File: config.mk
export PLATFORM = sky130hd
export DESIGN_NAME = aar_top
export DESIGN_NICKNAME = d
export VERILOG_FILES = /design/src/pkg/aar_pkg.sv /design/src/aar_top.sv
export SDC_FILE = /design/constraint.sdc
export NUM_CORES = 1
export LEC_CHECK = 0
export BUFFER_PORTS_ARGS = -buffer_cell sky130_fd_sc_hd__buf_4
export CELL_PAD_IN_SITES_DETAIL_PLACEMENT = 0
export CELL_PAD_IN_SITES_GLOBAL_PLACEMENT = 1
export CORE_MARGIN = 5
export CORE_UTILIZATION = 48
export DETAILED_ROUTE_END_ITERATION = 6
export GPL_TIMING_DRIVEN = 0
export MAX_ROUTING_LAYER = met4
export PLACE_DENSITY = 0.82
export SYNTH_ARGS = -nofsm -noshare
export SYNTH_HDL_FRONTEND = slang
export SYNTH_SLANG_ARGS = --single-unit
File: constraint.sdc
create_clock -name clk -period 2.9 [get_ports clk]
set_input_delay 0.29 -clock clk [delete_from_list [all_inputs] [get_ports clk]]
set_output_delay 0.29 -clock clk [all_outputs]
set_load 0.05 [all_outputs]
File: src/pkg/aar_pkg.sv
// Purpose: constants and carriers for the alarm aggregator
// Assumes: 20 MHz clock, 1 ms persistence tick
// Notes:   register offsets are byte addresses on APB
package aar_pkg;
  localparam int unsigned CLK_HZ       = 20_000_000;
  localparam int unsigned TICK_US      = 1000;
  localparam int unsigned TICK_CYC     = CLK_HZ / 1_000_000 * TICK_US;
  // analog current limits in microamps
  localparam logic [15:0] AIN_LOW_UA   = 16'h07d0;
  localparam logic [15:0] AIN_HIGH_UA  = 16'h55f0;
  // delay limits in ticks of 1 ms, speed limit in rpm
  localparam logic [15:0] AIN_DLY_MIN  = 16'h000a;
  localparam logic [15:0] AIN_DLY_MAX  = 16'hea60;
  localparam logic [15:0] REG_DLY_MAX  = 16'hffff;
  localparam logic [15:0] RPM_MAX      = 16'h0898;
  // source bit positions
  localparam int unsigned NSRC         = 15;
  localparam int unsigned S_PICK1 = 0;
  localparam int unsigned S_PICK2 = 1;
  localparam int unsigned S_REMOTE = 2;
  localparam int unsigned S_TORQ_IN = 3;
  localparam int unsigned S_RACK = 4;
  localparam int unsigned S_HIGH = 5;
  localparam int unsigned S_LINKA = 6;
  localparam int unsigned S_LINKB = 7;
  localparam int unsigned S_LINKAB = 8;
  localparam int unsigned S_REGLOW = 9;
  localparam int unsigned S_OVSPD = 10;
  localparam int unsigned S_CLUTCH = 11;
  localparam int unsigned S_MODE = 12;
  localparam int unsigned S_TORQDEV = 13;
  localparam int unsigned S_CURDEV = 14;
  // APB register byte offsets
  localparam logic [7:0] A_MIN_EN   = 8'h00;
  localparam logic [7:0] A_MAJ_EN   = 8'h04;
  localparam logic [7:0] A_CTRL     = 8'h08;
  localparam logic [7:0] A_AIN_DLY  = 8'h0c;
  localparam logic [7:0] A_REG_LVL  = 8'h10;
  localparam logic [7:0] A_REG_TIM  = 8'h14;
  localparam logic [7:0] A_HIGH_LVL = 8'h18;
  localparam logic [7:0] A_OVSPD    = 8'h1c;
  localparam logic [7:0] A_LINK_DLY = 8'h20;
  localparam logic [7:0] A_MODE_DLY = 8'h24;
  localparam logic [7:0] A_CLU_TIM  = 8'h28;
  localparam logic [7:0] A_FLAGS    = 8'h2c;
  localparam logic [7:0] A_IRQ_ST   = 8'h30;
  localparam logic [7:0] A_IRQ_MSK  = 8'h34;
  // control bits
  localparam int unsigned C_MIN_POL = 0;
  localparam int unsigned C_MAJ_POL = 1;
  localparam int unsigned C_DECL    = 2;
  localparam int unsigned C_RESET   = 3;
  // reset values
  localparam logic [15:0] AIN_DLY_RST = 16'h03e8;
  localparam logic [15:0] DLY_RST     = 16'h03e8;
  localparam logic [15:0] RPM_RST     = 16'h0898;
  localparam logic [15:0] PCT_RST     = 16'h03e8;
  typedef struct packed {
    logic        pick1;
    logic        pick2;
    logic        link_a;
    logic        link_b;
    logic        port3;
    logic        mode_closed;
    logic        clutch_req;
    logic        clutch_engaged;
    logic        torq_dev;
    logic        cur_dev;
  } aar_disc_s;
  typedef struct packed {
    logic [15:0] remote_ua;
    logic [15:0] torque_ua;
    logic [15:0] rack_ua;
    logic [15:0] pid_pm;
    logic [15:0] speed_rpm;
  } aar_meas_s;
endpackage

File: src/aar_top.sv
// Purpose: alarm aggregation and relay drive for a governor
// Assumes: one clock, inputs synchronous; APB register access
// Notes:   percent values in tenths, times in ms ticks
// How it works
// minor relay follows OR of all enabled latched sources
// pickup, remote, torque, rack failures gated by own enables
// analog failed after out-of-window for failure delay
// minor polarity true inverts minor relay drive
// major polarity true inverts major relay drive
// regulator low fault after below threshold for persist time
// declutch output asserted on regulator low when option set
// high drive fault when regulator output above threshold
// overspeed fault when speed above setpoint
// link faults persist for link delay before latching
// mode contact persists for mode delay before latching
// clutch fail if engaged not seen within sync time
// mode source feeds alarm while contact closed and enabled
// both-link source is AND of channel faults, gated by enable
// torque and current deviation gated by own enables
// rising reset control clears latches whose cause cleared
// timers count 1 ms tick and restart when cause drops
// latches hold until reset; all clear on reset
//
// Implementation choices: the APB slave port and the register offsets.
`timescale 1ns/1ns
`default_nettype none
module aar_top #(
  parameter int unsigned TICK = aar_pkg::TICK_CYC
) (
  // clock and reset
  input  wire logic              clk,
  input  wire logic              resetn,
  // apb slave
  input  wire logic              psel,
  input  wire logic              penable,
  input  wire logic              pwrite,
  input  wire logic [7:0]        paddr,
  input  wire logic [31:0]       pwdata,
  output logic                   pready,
  output logic [31:0]            prdata,
  output logic                   pslverr,
  // fault inputs
  input  wire aar_pkg::aar_disc_s disc,
  input  wire aar_pkg::aar_meas_s meas,
  // relays and outputs
  output logic                   minor_relay,
  output logic                   major_relay,
  output logic                   declutch,
  output logic                   irq
);
  // the tick counter is 16 bits and a tick must not fire every cycle
  if (TICK < 2 || TICK > 65536) begin : g_bad_tick
    $error("tick divider out of range");
  end
  localparam int unsigned N = aar_pkg::NSRC;

  logic [N-1:0]  min_en_reg, maj_en_reg, latch_reg, raw, irq_st_reg;
  logic [N-1:0]  irq_msk_reg;
  logic [3:0]    ctrl_reg;
  logic [15:0]   ain_dly_reg, reg_lvl_reg, reg_tim_reg, high_lvl_reg;
  logic [15:0]   ovspd_reg, link_dly_reg, mode_dly_reg, clu_tim_reg;
  logic [15:0]   tick_cnt_reg;
  logic          tick;
  logic          rst_prev_reg;
  logic          rst_pulse;
  logic          wr;
  logic [31:0]   rd_next;
  logic          err_next;

  // tick divider for persistence timers
  always_ff @(posedge clk or negedge resetn) begin
    if (!resetn) begin
      tick_cnt_reg <= 16'h0000;
    end else if (tick) begin
      tick_cnt_reg <= 16'h0000;
    end else begin
      tick_cnt_reg <= tick_cnt_reg + 16'h0001;
    end
  end
  assign tick = (tick_cnt_reg == 16'(TICK - 1));

  // persistence conditions and their delays
  logic [7:0]        cond;
  logic [7:0][15:0]  lim;
  logic [7:0][15:0]  tcnt_reg;
  logic [7:0]        done;
  function automatic logic out_win(input logic [15:0] ua);
    out_win = (ua < aar_pkg::AIN_LOW_UA) || (ua > aar_pkg::AIN_HIGH_UA);
  endfunction
  always_comb begin
    cond[0] = out_win(meas.remote_ua);
    cond[1] = out_win(meas.torque_ua);
    cond[2] = out_win(meas.rack_ua);
    cond[3] = meas.pid_pm < reg_lvl_reg;
    cond[4] = disc.link_a;
    cond[5] = disc.link_b;
    cond[6] = disc.mode_closed;
    cond[7] = disc.port3;
    lim[0] = ain_dly_reg;
    lim[1] = ain_dly_reg;
    lim[2] = ain_dly_reg;
    lim[3] = reg_tim_reg;
    lim[4] = link_dly_reg;
    lim[5] = link_dly_reg;
    lim[6] = mode_dly_reg;
    lim[7] = link_dly_reg;
  end
  genvar g;
  generate
    for (g = 0; g < 8; g++) begin : g_tmr
      always_ff @(posedge clk or negedge resetn) begin
        if (!resetn) begin
          tcnt_reg[g] <= 16'h0000;
        end else if (!cond[g]) begin
          tcnt_reg[g] <= 16'h0000;
        end else if (tick && tcnt_reg[g] < lim[g]) begin
          tcnt_reg[g] <= tcnt_reg[g] + 16'h0001;
        end
      end
      assign done[g] = cond[g] && (tcnt_reg[g] >= lim[g]);
    end
  endgenerate

  // clutch sync timer, runs while request pending without engaged
  logic [15:0] clu_cnt_reg;
  logic        clu_wait;
  assign clu_wait = disc.clutch_req && !disc.clutch_engaged;
  always_ff @(posedge clk or negedge resetn) begin
    if (!resetn) begin
      clu_cnt_reg <= 16'h0000;
    end else if (!clu_wait) begin
      clu_cnt_reg <= 16'h0000;
    end else if (tick && clu_cnt_reg < clu_tim_reg) begin
      clu_cnt_reg <= clu_cnt_reg + 16'h0001;
    end
  end

  // raw fault sources
  always_comb begin
    raw = '0;
    raw[aar_pkg::S_PICK1]   = disc.pick1;
    raw[aar_pkg::S_PICK2]   = disc.pick2;
    raw[aar_pkg::S_REMOTE]  = done[0];
    raw[aar_pkg::S_TORQ_IN] = done[1];
    raw[aar_pkg::S_RACK]    = done[2];
    raw[aar_pkg::S_HIGH]    = meas.pid_pm > high_lvl_reg;
    raw[aar_pkg::S_LINKA]   = done[4] || done[7];
    raw[aar_pkg::S_LINKB]   = done[5];
    raw[aar_pkg::S_LINKAB]  = done[4] && done[5];
    raw[aar_pkg::S_REGLOW]  = done[3];
    raw[aar_pkg::S_OVSPD]   = meas.speed_rpm > ovspd_reg;
    raw[aar_pkg::S_CLUTCH]  = clu_wait && (clu_cnt_reg >= clu_tim_reg);
    raw[aar_pkg::S_MODE]    = done[6];
    raw[aar_pkg::S_TORQDEV] = disc.torq_dev;
    raw[aar_pkg::S_CURDEV]  = disc.cur_dev;
  end

  // reset control edge detect
  always_ff @(posedge clk or negedge resetn) begin
    if (!resetn) begin
      rst_prev_reg <= 1'b0;
    end else begin
      rst_prev_reg <= ctrl_reg[aar_pkg::C_RESET];
    end
  end
  assign rst_pulse = ctrl_reg[aar_pkg::C_RESET] && !rst_prev_reg;

  // fault latches: set wins, release only on reset edge once clear
  always_ff @(posedge clk or negedge resetn) begin
    if (!resetn) begin
      latch_reg <= '0;
    end else if (rst_pulse) begin
      latch_reg <= raw;
    end else begin
      latch_reg <= latch_reg | raw;
    end
  end

  // relay and declutch drive
  logic minor_act, major_act;
  assign minor_act = |(latch_reg & min_en_reg);
  assign major_act = |(latch_reg & maj_en_reg);
  always_ff @(posedge clk or negedge resetn) begin
    if (!resetn) begin
      minor_relay <= 1'b0;
      major_relay <= 1'b0;
      declutch    <= 1'b0;
    end else begin
      minor_relay <= minor_act ^ ctrl_reg[aar_pkg::C_MIN_POL];
      major_relay <= major_act ^ ctrl_reg[aar_pkg::C_MAJ_POL];
      declutch    <= ctrl_reg[aar_pkg::C_DECL] &&
                     latch_reg[aar_pkg::S_REGLOW];
    end
  end

  // apb register writes
  assign wr = psel && penable && pwrite;
  always_ff @(posedge clk or negedge resetn) begin
    if (!resetn) begin
      min_en_reg   <= '0;
      maj_en_reg   <= '0;
      ctrl_reg     <= 4'h0;
      ain_dly_reg  <= aar_pkg::AIN_DLY_RST;
      reg_lvl_reg  <= 16'h0000;
      reg_tim_reg  <= aar_pkg::DLY_RST;
      high_lvl_reg <= aar_pkg::PCT_RST;
      ovspd_reg    <= aar_pkg::RPM_RST;
      link_dly_reg <= aar_pkg::DLY_RST;
      mode_dly_reg <= aar_pkg::DLY_RST;
      clu_tim_reg  <= aar_pkg::DLY_RST;
      irq_msk_reg  <= '0;
    end else if (wr && !err_next) begin
      case (paddr)
        aar_pkg::A_MIN_EN:   min_en_reg   <= pwdata[N-1:0];
        aar_pkg::A_MAJ_EN:   maj_en_reg   <= pwdata[N-1:0];
        aar_pkg::A_CTRL:     ctrl_reg     <= pwdata[3:0];
        aar_pkg::A_AIN_DLY:  ain_dly_reg  <= pwdata[15:0];
        aar_pkg::A_REG_LVL:  reg_lvl_reg  <= pwdata[15:0];
        aar_pkg::A_REG_TIM:  reg_tim_reg  <= pwdata[15:0];
        aar_pkg::A_HIGH_LVL: high_lvl_reg <= pwdata[15:0];
        aar_pkg::A_OVSPD:    ovspd_reg    <= pwdata[15:0];
        aar_pkg::A_LINK_DLY: link_dly_reg <= pwdata[15:0];
        aar_pkg::A_MODE_DLY: mode_dly_reg <= pwdata[15:0];
        aar_pkg::A_CLU_TIM:  clu_tim_reg  <= pwdata[15:0];
        aar_pkg::A_IRQ_MSK:  irq_msk_reg  <= pwdata[N-1:0];
        default: ;
      endcase
    end
  end

  // access check: failure delay and setpoint write limits, address past IRQ mask or unaligned
  always_comb begin
    err_next = 1'b0;
    if (psel && pwrite && paddr == aar_pkg::A_AIN_DLY) begin
      err_next = pwdata[15:0] < aar_pkg::AIN_DLY_MIN ||
                 pwdata[15:0] > aar_pkg::AIN_DLY_MAX;
    end else if (psel && pwrite && paddr == aar_pkg::A_OVSPD) begin
      err_next = pwdata[15:0] == 16'h0000 ||
                 pwdata[15:0] > aar_pkg::RPM_MAX;
    end else if (psel && paddr > aar_pkg::A_IRQ_MSK) begin
      err_next = 1'b1;
    end else if (psel && paddr[1:0] != 2'b00) begin
      err_next = 1'b1;
    end
  end

  // sticky status: new latch events set, write one clears, set wins
  logic [N-1:0] latch_prev_reg;
  always_ff @(posedge clk or negedge resetn) begin
    if (!resetn) begin
      latch_prev_reg <= '0;
      irq_st_reg     <= '0;
      irq            <= 1'b0;
    end else begin
      latch_prev_reg <= latch_reg;
      irq_st_reg <= (irq_st_reg &
                     ~((wr && paddr == aar_pkg::A_IRQ_ST) ?
                       pwdata[N-1:0] : '0))
                    | (latch_reg & ~latch_prev_reg);
      irq <= |(irq_st_reg & irq_msk_reg);
    end
  end

  // apb read mux
  always_comb begin
    rd_next = 32'h0000_0000;
    case (paddr)
      aar_pkg::A_MIN_EN:   rd_next[N-1:0] = min_en_reg;
      aar_pkg::A_MAJ_EN:   rd_next[N-1:0] = maj_en_reg;
      aar_pkg::A_CTRL:     rd_next[3:0]   = ctrl_reg;
      aar_pkg::A_AIN_DLY:  rd_next[15:0]  = ain_dly_reg;
      aar_pkg::A_REG_LVL:  rd_next[15:0]  = reg_lvl_reg;
      aar_pkg::A_REG_TIM:  rd_next[15:0]  = reg_tim_reg;
      aar_pkg::A_HIGH_LVL: rd_next[15:0]  = high_lvl_reg;
      aar_pkg::A_OVSPD:    rd_next[15:0]  = ovspd_reg;
      aar_pkg::A_LINK_DLY: rd_next[15:0]  = link_dly_reg;
      aar_pkg::A_MODE_DLY: rd_next[15:0]  = mode_dly_reg;
      aar_pkg::A_CLU_TIM:  rd_next[15:0]  = clu_tim_reg;
      aar_pkg::A_FLAGS:    rd_next = {minor_act, major_act, 15'h0000,
                                      latch_reg};
      aar_pkg::A_IRQ_ST:   rd_next[N-1:0] = irq_st_reg;
      aar_pkg::A_IRQ_MSK:  rd_next[N-1:0] = irq_msk_reg;
      default:             rd_next = 32'h0000_0000;
    endcase
  end

  // apb answer: no wait state, pready in first access cycle
  always_ff @(posedge clk or negedge resetn) begin
    if (!resetn) begin
      pready  <= 1'b0;
      prdata  <= 32'h0000_0000;
      pslverr <= 1'b0;
    end else begin
      pready  <= psel && !penable;
      prdata  <= rd_next;
      pslverr <= psel && !penable && err_next;
    end
  end

  // checks: relay drive and masking
  minor_or_a: assert property (@(posedge clk) disable iff (!resetn)
    1'b1 |=> minor_relay == ($past(minor_act) ^
      $past(ctrl_reg[aar_pkg::C_MIN_POL])))
    else $error("minor relay wrong");
  major_pol_a: assert property (@(posedge clk) disable iff (!resetn)
    1'b1 |=> major_relay == ($past(major_act) ^
      $past(ctrl_reg[aar_pkg::C_MAJ_POL])))
    else $error("major relay wrong");
  minor_quiet_a: assert property (@(posedge clk) disable iff (!resetn)
    (latch_reg & min_en_reg) == '0 && !ctrl_reg[aar_pkg::C_MIN_POL]
      |=> !minor_relay)
    else $error("disabled source drove minor relay");
  declutch_opt_a: assert property (@(posedge clk) disable iff (!resetn)
    !ctrl_reg[aar_pkg::C_DECL] |=> !declutch)
    else $error("declutch without option");
  // checks: latches and the reset control
  latch_hold_a: assert property (@(posedge clk) disable iff (!resetn)
    (|latch_reg) && !rst_pulse |=> (latch_reg & $past(latch_reg)) ==
      $past(latch_reg))
    else $error("latch dropped");
  reset_clear_a: assert property (@(posedge clk) disable iff (!resetn)
    rst_pulse |=> latch_reg == $past(raw))
    else $error("reset did not clear");
  high_drive_a: assert property (@(posedge clk) disable iff (!resetn)
    meas.pid_pm > high_lvl_reg |=> latch_reg[aar_pkg::S_HIGH])
    else $error("high drive missed");
  overspd_a: assert property (@(posedge clk) disable iff (!resetn)
    meas.speed_rpm > ovspd_reg |=> latch_reg[aar_pkg::S_OVSPD])
    else $error("overspeed missed");
  clutch_ok_a: assert property (@(posedge clk) disable iff (!resetn)
    disc.clutch_engaged |-> !raw[aar_pkg::S_CLUTCH])
    else $error("clutch fail while engaged");
  both_link_a: assert property (@(posedge clk) disable iff (!resetn)
    raw[aar_pkg::S_LINKAB] |-> disc.link_a && disc.link_b)
    else $error("both link wrong");
  // checks: persistence timers, a fault needs its cause the cycle before
  timer_restart_a: assert property (@(posedge clk) disable iff (!resetn)
    !cond[3] |=> tcnt_reg[3] == 16'h0000)
    else $error("timer not restarted");
  tick_rate_a: assert property (@(posedge clk) disable iff (!resetn)
    tick |=> !tick)
    else $error("tick too fast");
  ain_persist_a: assert property (@(posedge clk) disable iff (!resetn)
    $rose(done[0]) |-> $past(cond[0]))
    else $error("analog failed early");
  reg_persist_a: assert property (@(posedge clk) disable iff (!resetn)
    $rose(done[3]) && reg_tim_reg != 16'h0000 |-> $past(cond[3]))
    else $error("regulator low early");
  link_persist_a: assert property (@(posedge clk) disable iff (!resetn)
    $rose(done[4]) && link_dly_reg != 16'h0000 |-> $past(cond[4]))
    else $error("link fault early");
  port3_persist_a: assert property (@(posedge clk) disable iff (!resetn)
    $rose(done[7]) && link_dly_reg != 16'h0000 |-> $past(cond[7]))
    else $error("port 3 fault early");
  mode_persist_a: assert property (@(posedge clk) disable iff (!resetn)
    $rose(done[6]) && mode_dly_reg != 16'h0000 |-> $past(cond[6]))
    else $error("mode contact early");
  // checks: register bus and interrupt
  pready_pulse_a: assert property (@(posedge clk) disable iff (!resetn)
    pready |=> !pready)
    else $error("ready held too long");
  slverr_ready_a: assert property (@(posedge clk) disable iff (!resetn)
    pslverr |-> pready)
    else $error("error without ready");
  ain_refused_a: assert property (@(posedge clk) disable iff (!resetn)
    wr && err_next && paddr == aar_pkg::A_AIN_DLY |=> $stable(ain_dly_reg))
    else $error("refused delay written");
  spd_refused_a: assert property (@(posedge clk) disable iff (!resetn)
    wr && err_next && paddr == aar_pkg::A_OVSPD |=> $stable(ovspd_reg))
    else $error("refused setpoint written");
  status_set_a: assert property (@(posedge clk) disable iff (!resetn)
    (latch_reg & ~latch_prev_reg) != '0 |=>
      (irq_st_reg & $past(latch_reg & ~latch_prev_reg)) ==
      $past(latch_reg & ~latch_prev_reg))
    else $error("status event lost");
  irq_level_a: assert property (@(posedge clk) disable iff (!resetn)
    (irq_st_reg & irq_msk_reg) != '0 |=> irq)
    else $error("interrupt missing");
endmodule // aar_top
`default_nettype wire

==> results by group <==
Synth
  • Yosys warning count: 0
  • EDFF count, synth: 0
  • Synth Instances: 2,343
  • Async S/R FF share, synth: 1.000
  • Sequential area share after synthesis: 0.4357
  • Post-Syn Area per Cell: 10.03 um^2
  • Synth cell types: 85
  • Post-Syn Area: 0.02349 mm^2
  • Most common flop cell mapped by yosys: dfrtp_1
  • Flops & latches, synth: 407

Detailed routing
  • Final WL: 76,890 um
  • Iter 0 DRT Violations: 2,111
  • Routed vias/inst: 6.127
  • DR vias: 19,797
  • DRC viols: 0
  • Detail Route Antenna Nets: 0
  • WL/cell: 23.80 um
  • DRT Pass-1 Iters: 6

Critical path
  • Crit-path max cell delay: 0.64 ns
  • Crit path capture type: flop
  • Cell family contributing the most delay on the critical path: compound AO/OA/AOI/OAI gates
  • Kind of critical path: in2reg
  • CP Buf/Inv Count: 3
  • Startpoint Class: input pin
  • Crit path cell chain: buf_4 -> nor3_1 -> nand2b_1 -> clkbuf_1 -> nor2_1 -> clkbuf_1 -> a22oi_1 -> o21ai_0 -> a221oi_1 -> nand4_1
  • Worst-path fanout max: 10
  • CP arrival: 3.38 ns
  • Critical path required time: 3.33 ns
  • Crit-path slowest cell: clkbuf_1
  • Most used cell along the critical path: clkbuf_1

Floorplan
  • DIE HEIGHT: 231.2 um
  • FP Rows: 81
  • IO Count: 173
  • Core Area: 0.04865 mm^2
  • Die Wd: 231.2 um
  • Full die area: 0.05347 mm^2
  • Initial Util: 0.4829

Power
  • P per Cell Area: 467.4 mW/mm^2
  • Tot Pwr: 12.79 mW
  • Pleak: 12.86 nW
  • Peak supply drop: 0.3986 mV

Cells and area
  • Multi-input gate area: 0.01222 mm^2
  • P&R area growth vs syn: 16.54%
  • Fin nets: 2,905
  • Share of cells above drive strength 1: 0.1871
  • # fillers: 4,258
  • Max FFs per register: 128
  • Fin cells: 3,231
  • Seq. cell area: 0.01023 mm^2

GRT
  • Pin count of the biggest net entering global routing: 122
  • Initial antenna violation count: 2
  • Vias in the first global route: 19,651
  • First-pass GRT wire length: 116,700 um
  • GRT Resource Usage Total: 0.2895
  • Total gr overflow: 0

Clock tree
  • CTS root buffer: clkbuf_16
  • Clk_lat worst skew: 0.60 ns
  • CTS tree: done
  • H-tree levels: 2
  • Clk slew on worst S/H paths: 0.06 ns
  • Bufs on Longest Clock Path: 3
  • Clk sinks: 407
  • Total CTS buffers: 48

Timing
  • Relative max-transition margin: 0.07509
  • Tcrit/Tclk final: 1.017
  • Final Hold Viols: 0
  • Fin crit period: 2.948 ns
  • Final setup viols: 1
  • RSZ-0062 raised after global routing: yes
  • Max-slew violations: 0
  • Setup Skew: 0.01296 ns
  • Slew @ Worst Pin: 1.375 ns
  • Max Clk Rate: 339.2 MHz
  • Final worst setup slack: -0.04842 ns

Worst hold path
  • Hold Path Class: in2reg

Place
  • PortBufs: 139
  • Cells after DPL: 3,120
  • Routability cong.: 1.003
  • Post-DP HPWL: 57,370 um

Run status
  • Status: finished with violations
  • Failing checks: setup timing

Job
  • # Max-Cap Violations: 0
==> routing by layer <==
metal / global-route usage / vias to the layer above / wire, um
met5: - / - / 0
met4: 0.1166 / 0 / 3616
met3: 0.05353 / 211 / 6062
met2: 0.4543 / 822 / 35570
met1: 0.3739 / 9788 / 31630
li1: - / 8976 / -
==> cells in the final DEF (no fill, tap or decap), drive strengths merged, types with 40 or more instances in the layout <==
cell / Yosys / routed
dfrtp: 367 / 367
ha: 201 / 201
buf: 45 / 192
nand2: 172 / 172
inv: 167 / 168
mux2: 144 / 144
nor2: 140 / 140
a21oi: 138 / 138
clkbuf: 60 / 135
nand4: 118 / 118
o21ai: 118 / 118
nand3: 59 / 59
xor2: 58 / 58
a22oi: 51 / 51
or3: 43 / 43
dfstp: 40 / 40
and2: 40 / 40
==> report_power, final <==
part	leakage, nW	internal (mW)	switching, mW
Clock	0.816	3.82	2.50
Sequential	5.21	5.71	0.0347
Combinational	6.84	0.242	0.486
Total	12.9	9.77	3.02
==> cells in the mapped netlist, drive strengths merged, types with 3 or more instances <==
cell	number	area, um^2
a21o	33	247.7
a222oi	23	230.2
nand2b	9	63.81
nand3	59	300.3
o21a	6	45.04
mux2i	12	120.1
or2	3	18.77
inv	167	626.9
and3	36	230.2
and2	40	250.2
a21oi	138	690.7
and4b	4	40.04
a21boi	6	45.04
or4	17	127.6
nor4	10	77.57
nand4	118	759.5
a211o	4	35.03
nor3	21	115.1
xor2	58	508.0
o21ai	118	590.6
nor2b	20	125.1
a221oi	22	192.7
a221o	5	50.05
nor2	140	543.0
nand2	172	650.6
buf	45	281.5
dfstp	40	1051
a22oi	51	382.9
a211oi	4	35.03
clkbuf	60	225.2
xnor2	36	315.3
mux2	144	1644
and4	13	113.9
dfrtp	367	9184
a22o	25	219.0
o31ai	13	97.59
ha	201	2515
or3	43	274.0
a31oi	3	18.77
o211ai	17	127.6
a2111oi	4	35.03
o22ai	7	43.79
==> path summary, 6_finish.rpt <==
check                      depth (start not counted)               to       startpoint  slack (ns)
hold / removal                                     2     ovspd_reg[4]        pwdata[4]        0.03
min in group asynchronous                          2     ovspd_reg[8]           resetn        0.24
max in group asynchronous                          4     tcnt_reg[75]           resetn        1.15
setup reg to reg                                   9     tcnt_reg[15]   ain_dly_reg[9]        0.12
setup / recovery                                  10       prdata[13]         paddr[3]       -0.05
hold reg to reg                                    1  tick_cnt_reg[4]  tick_cnt_reg[4]        0.47
==> logic make-up (layout without fill, tap and decap cells) <==
kind of cell / Yosys count / after routing / share of synthesized area
DFF: 407 / 407 / 0.4357
muxes: 156 / 156 / 0.07510
buffers and inverters: 274 / 526 / 0.04858
AOI/OAI and AO/OA: 498 / 498 / 0.1386
adders and majority gates: 201 / 201 / 0.1071
and+or+nand+nor: 712 / 712 / 0.1597
xor gates and xnor gates: 94 / 94 / 0.03505
other: 1 / 15 / 0.0001596
==> metrics by stage <==
step                      instance area [um^2]  setup slack [ns]  TNS (ns)    util  hold slack, ns
after floorplan                          23540            0.3959         0       -       -0.005591
after global placement                   25360            -2.541   -967.67  0.5213          0.4563
after detailed placement                 25450           -0.4742    -19.29  0.5232          0.2781
after CTS                                27270           0.03650         0  0.5605       0.0005648
after global routing                     27380          -0.03746  -0.06496  0.5628         0.01439
final                                    27380          -0.04842  -0.04842  0.5628         0.02859
==> worst register-to-register path, stage by stage (launching register included) <==
cell and delay [ns]:
dfstp_2 0.58, inv_1 0.14, ha_1 0.34, a21oi_1 0.14
o21ai_0 0.15, a221oi_2 0.30, and4b_2 0.31, nand3_2 0.18
or3_1 0.41, a21oi_1 0.14
==> layout make-up <==
cell class,count,share of cell area
clock inverters,15,0.007038
diodes,1,0.00009141
well taps,622,0.02843
flip-flops and latches,407,0.3739
repair buffers,164,0.04881
inverters,169,0.02317
multi-input cells,1675,0.4463
clock buffers,74,0.05338
plain buffers,104,0.01888
==> what timing repair did <==
action,in CTS,in global routing
endpoints found under the setup margin,15,70
setup buffers,0,7
gates resized for setup,3,20
hold endpoints to repair,76,0
hold buffers,15,0
pin swaps,0,9
Note: power is estimated with default switching activity, not from simulation.
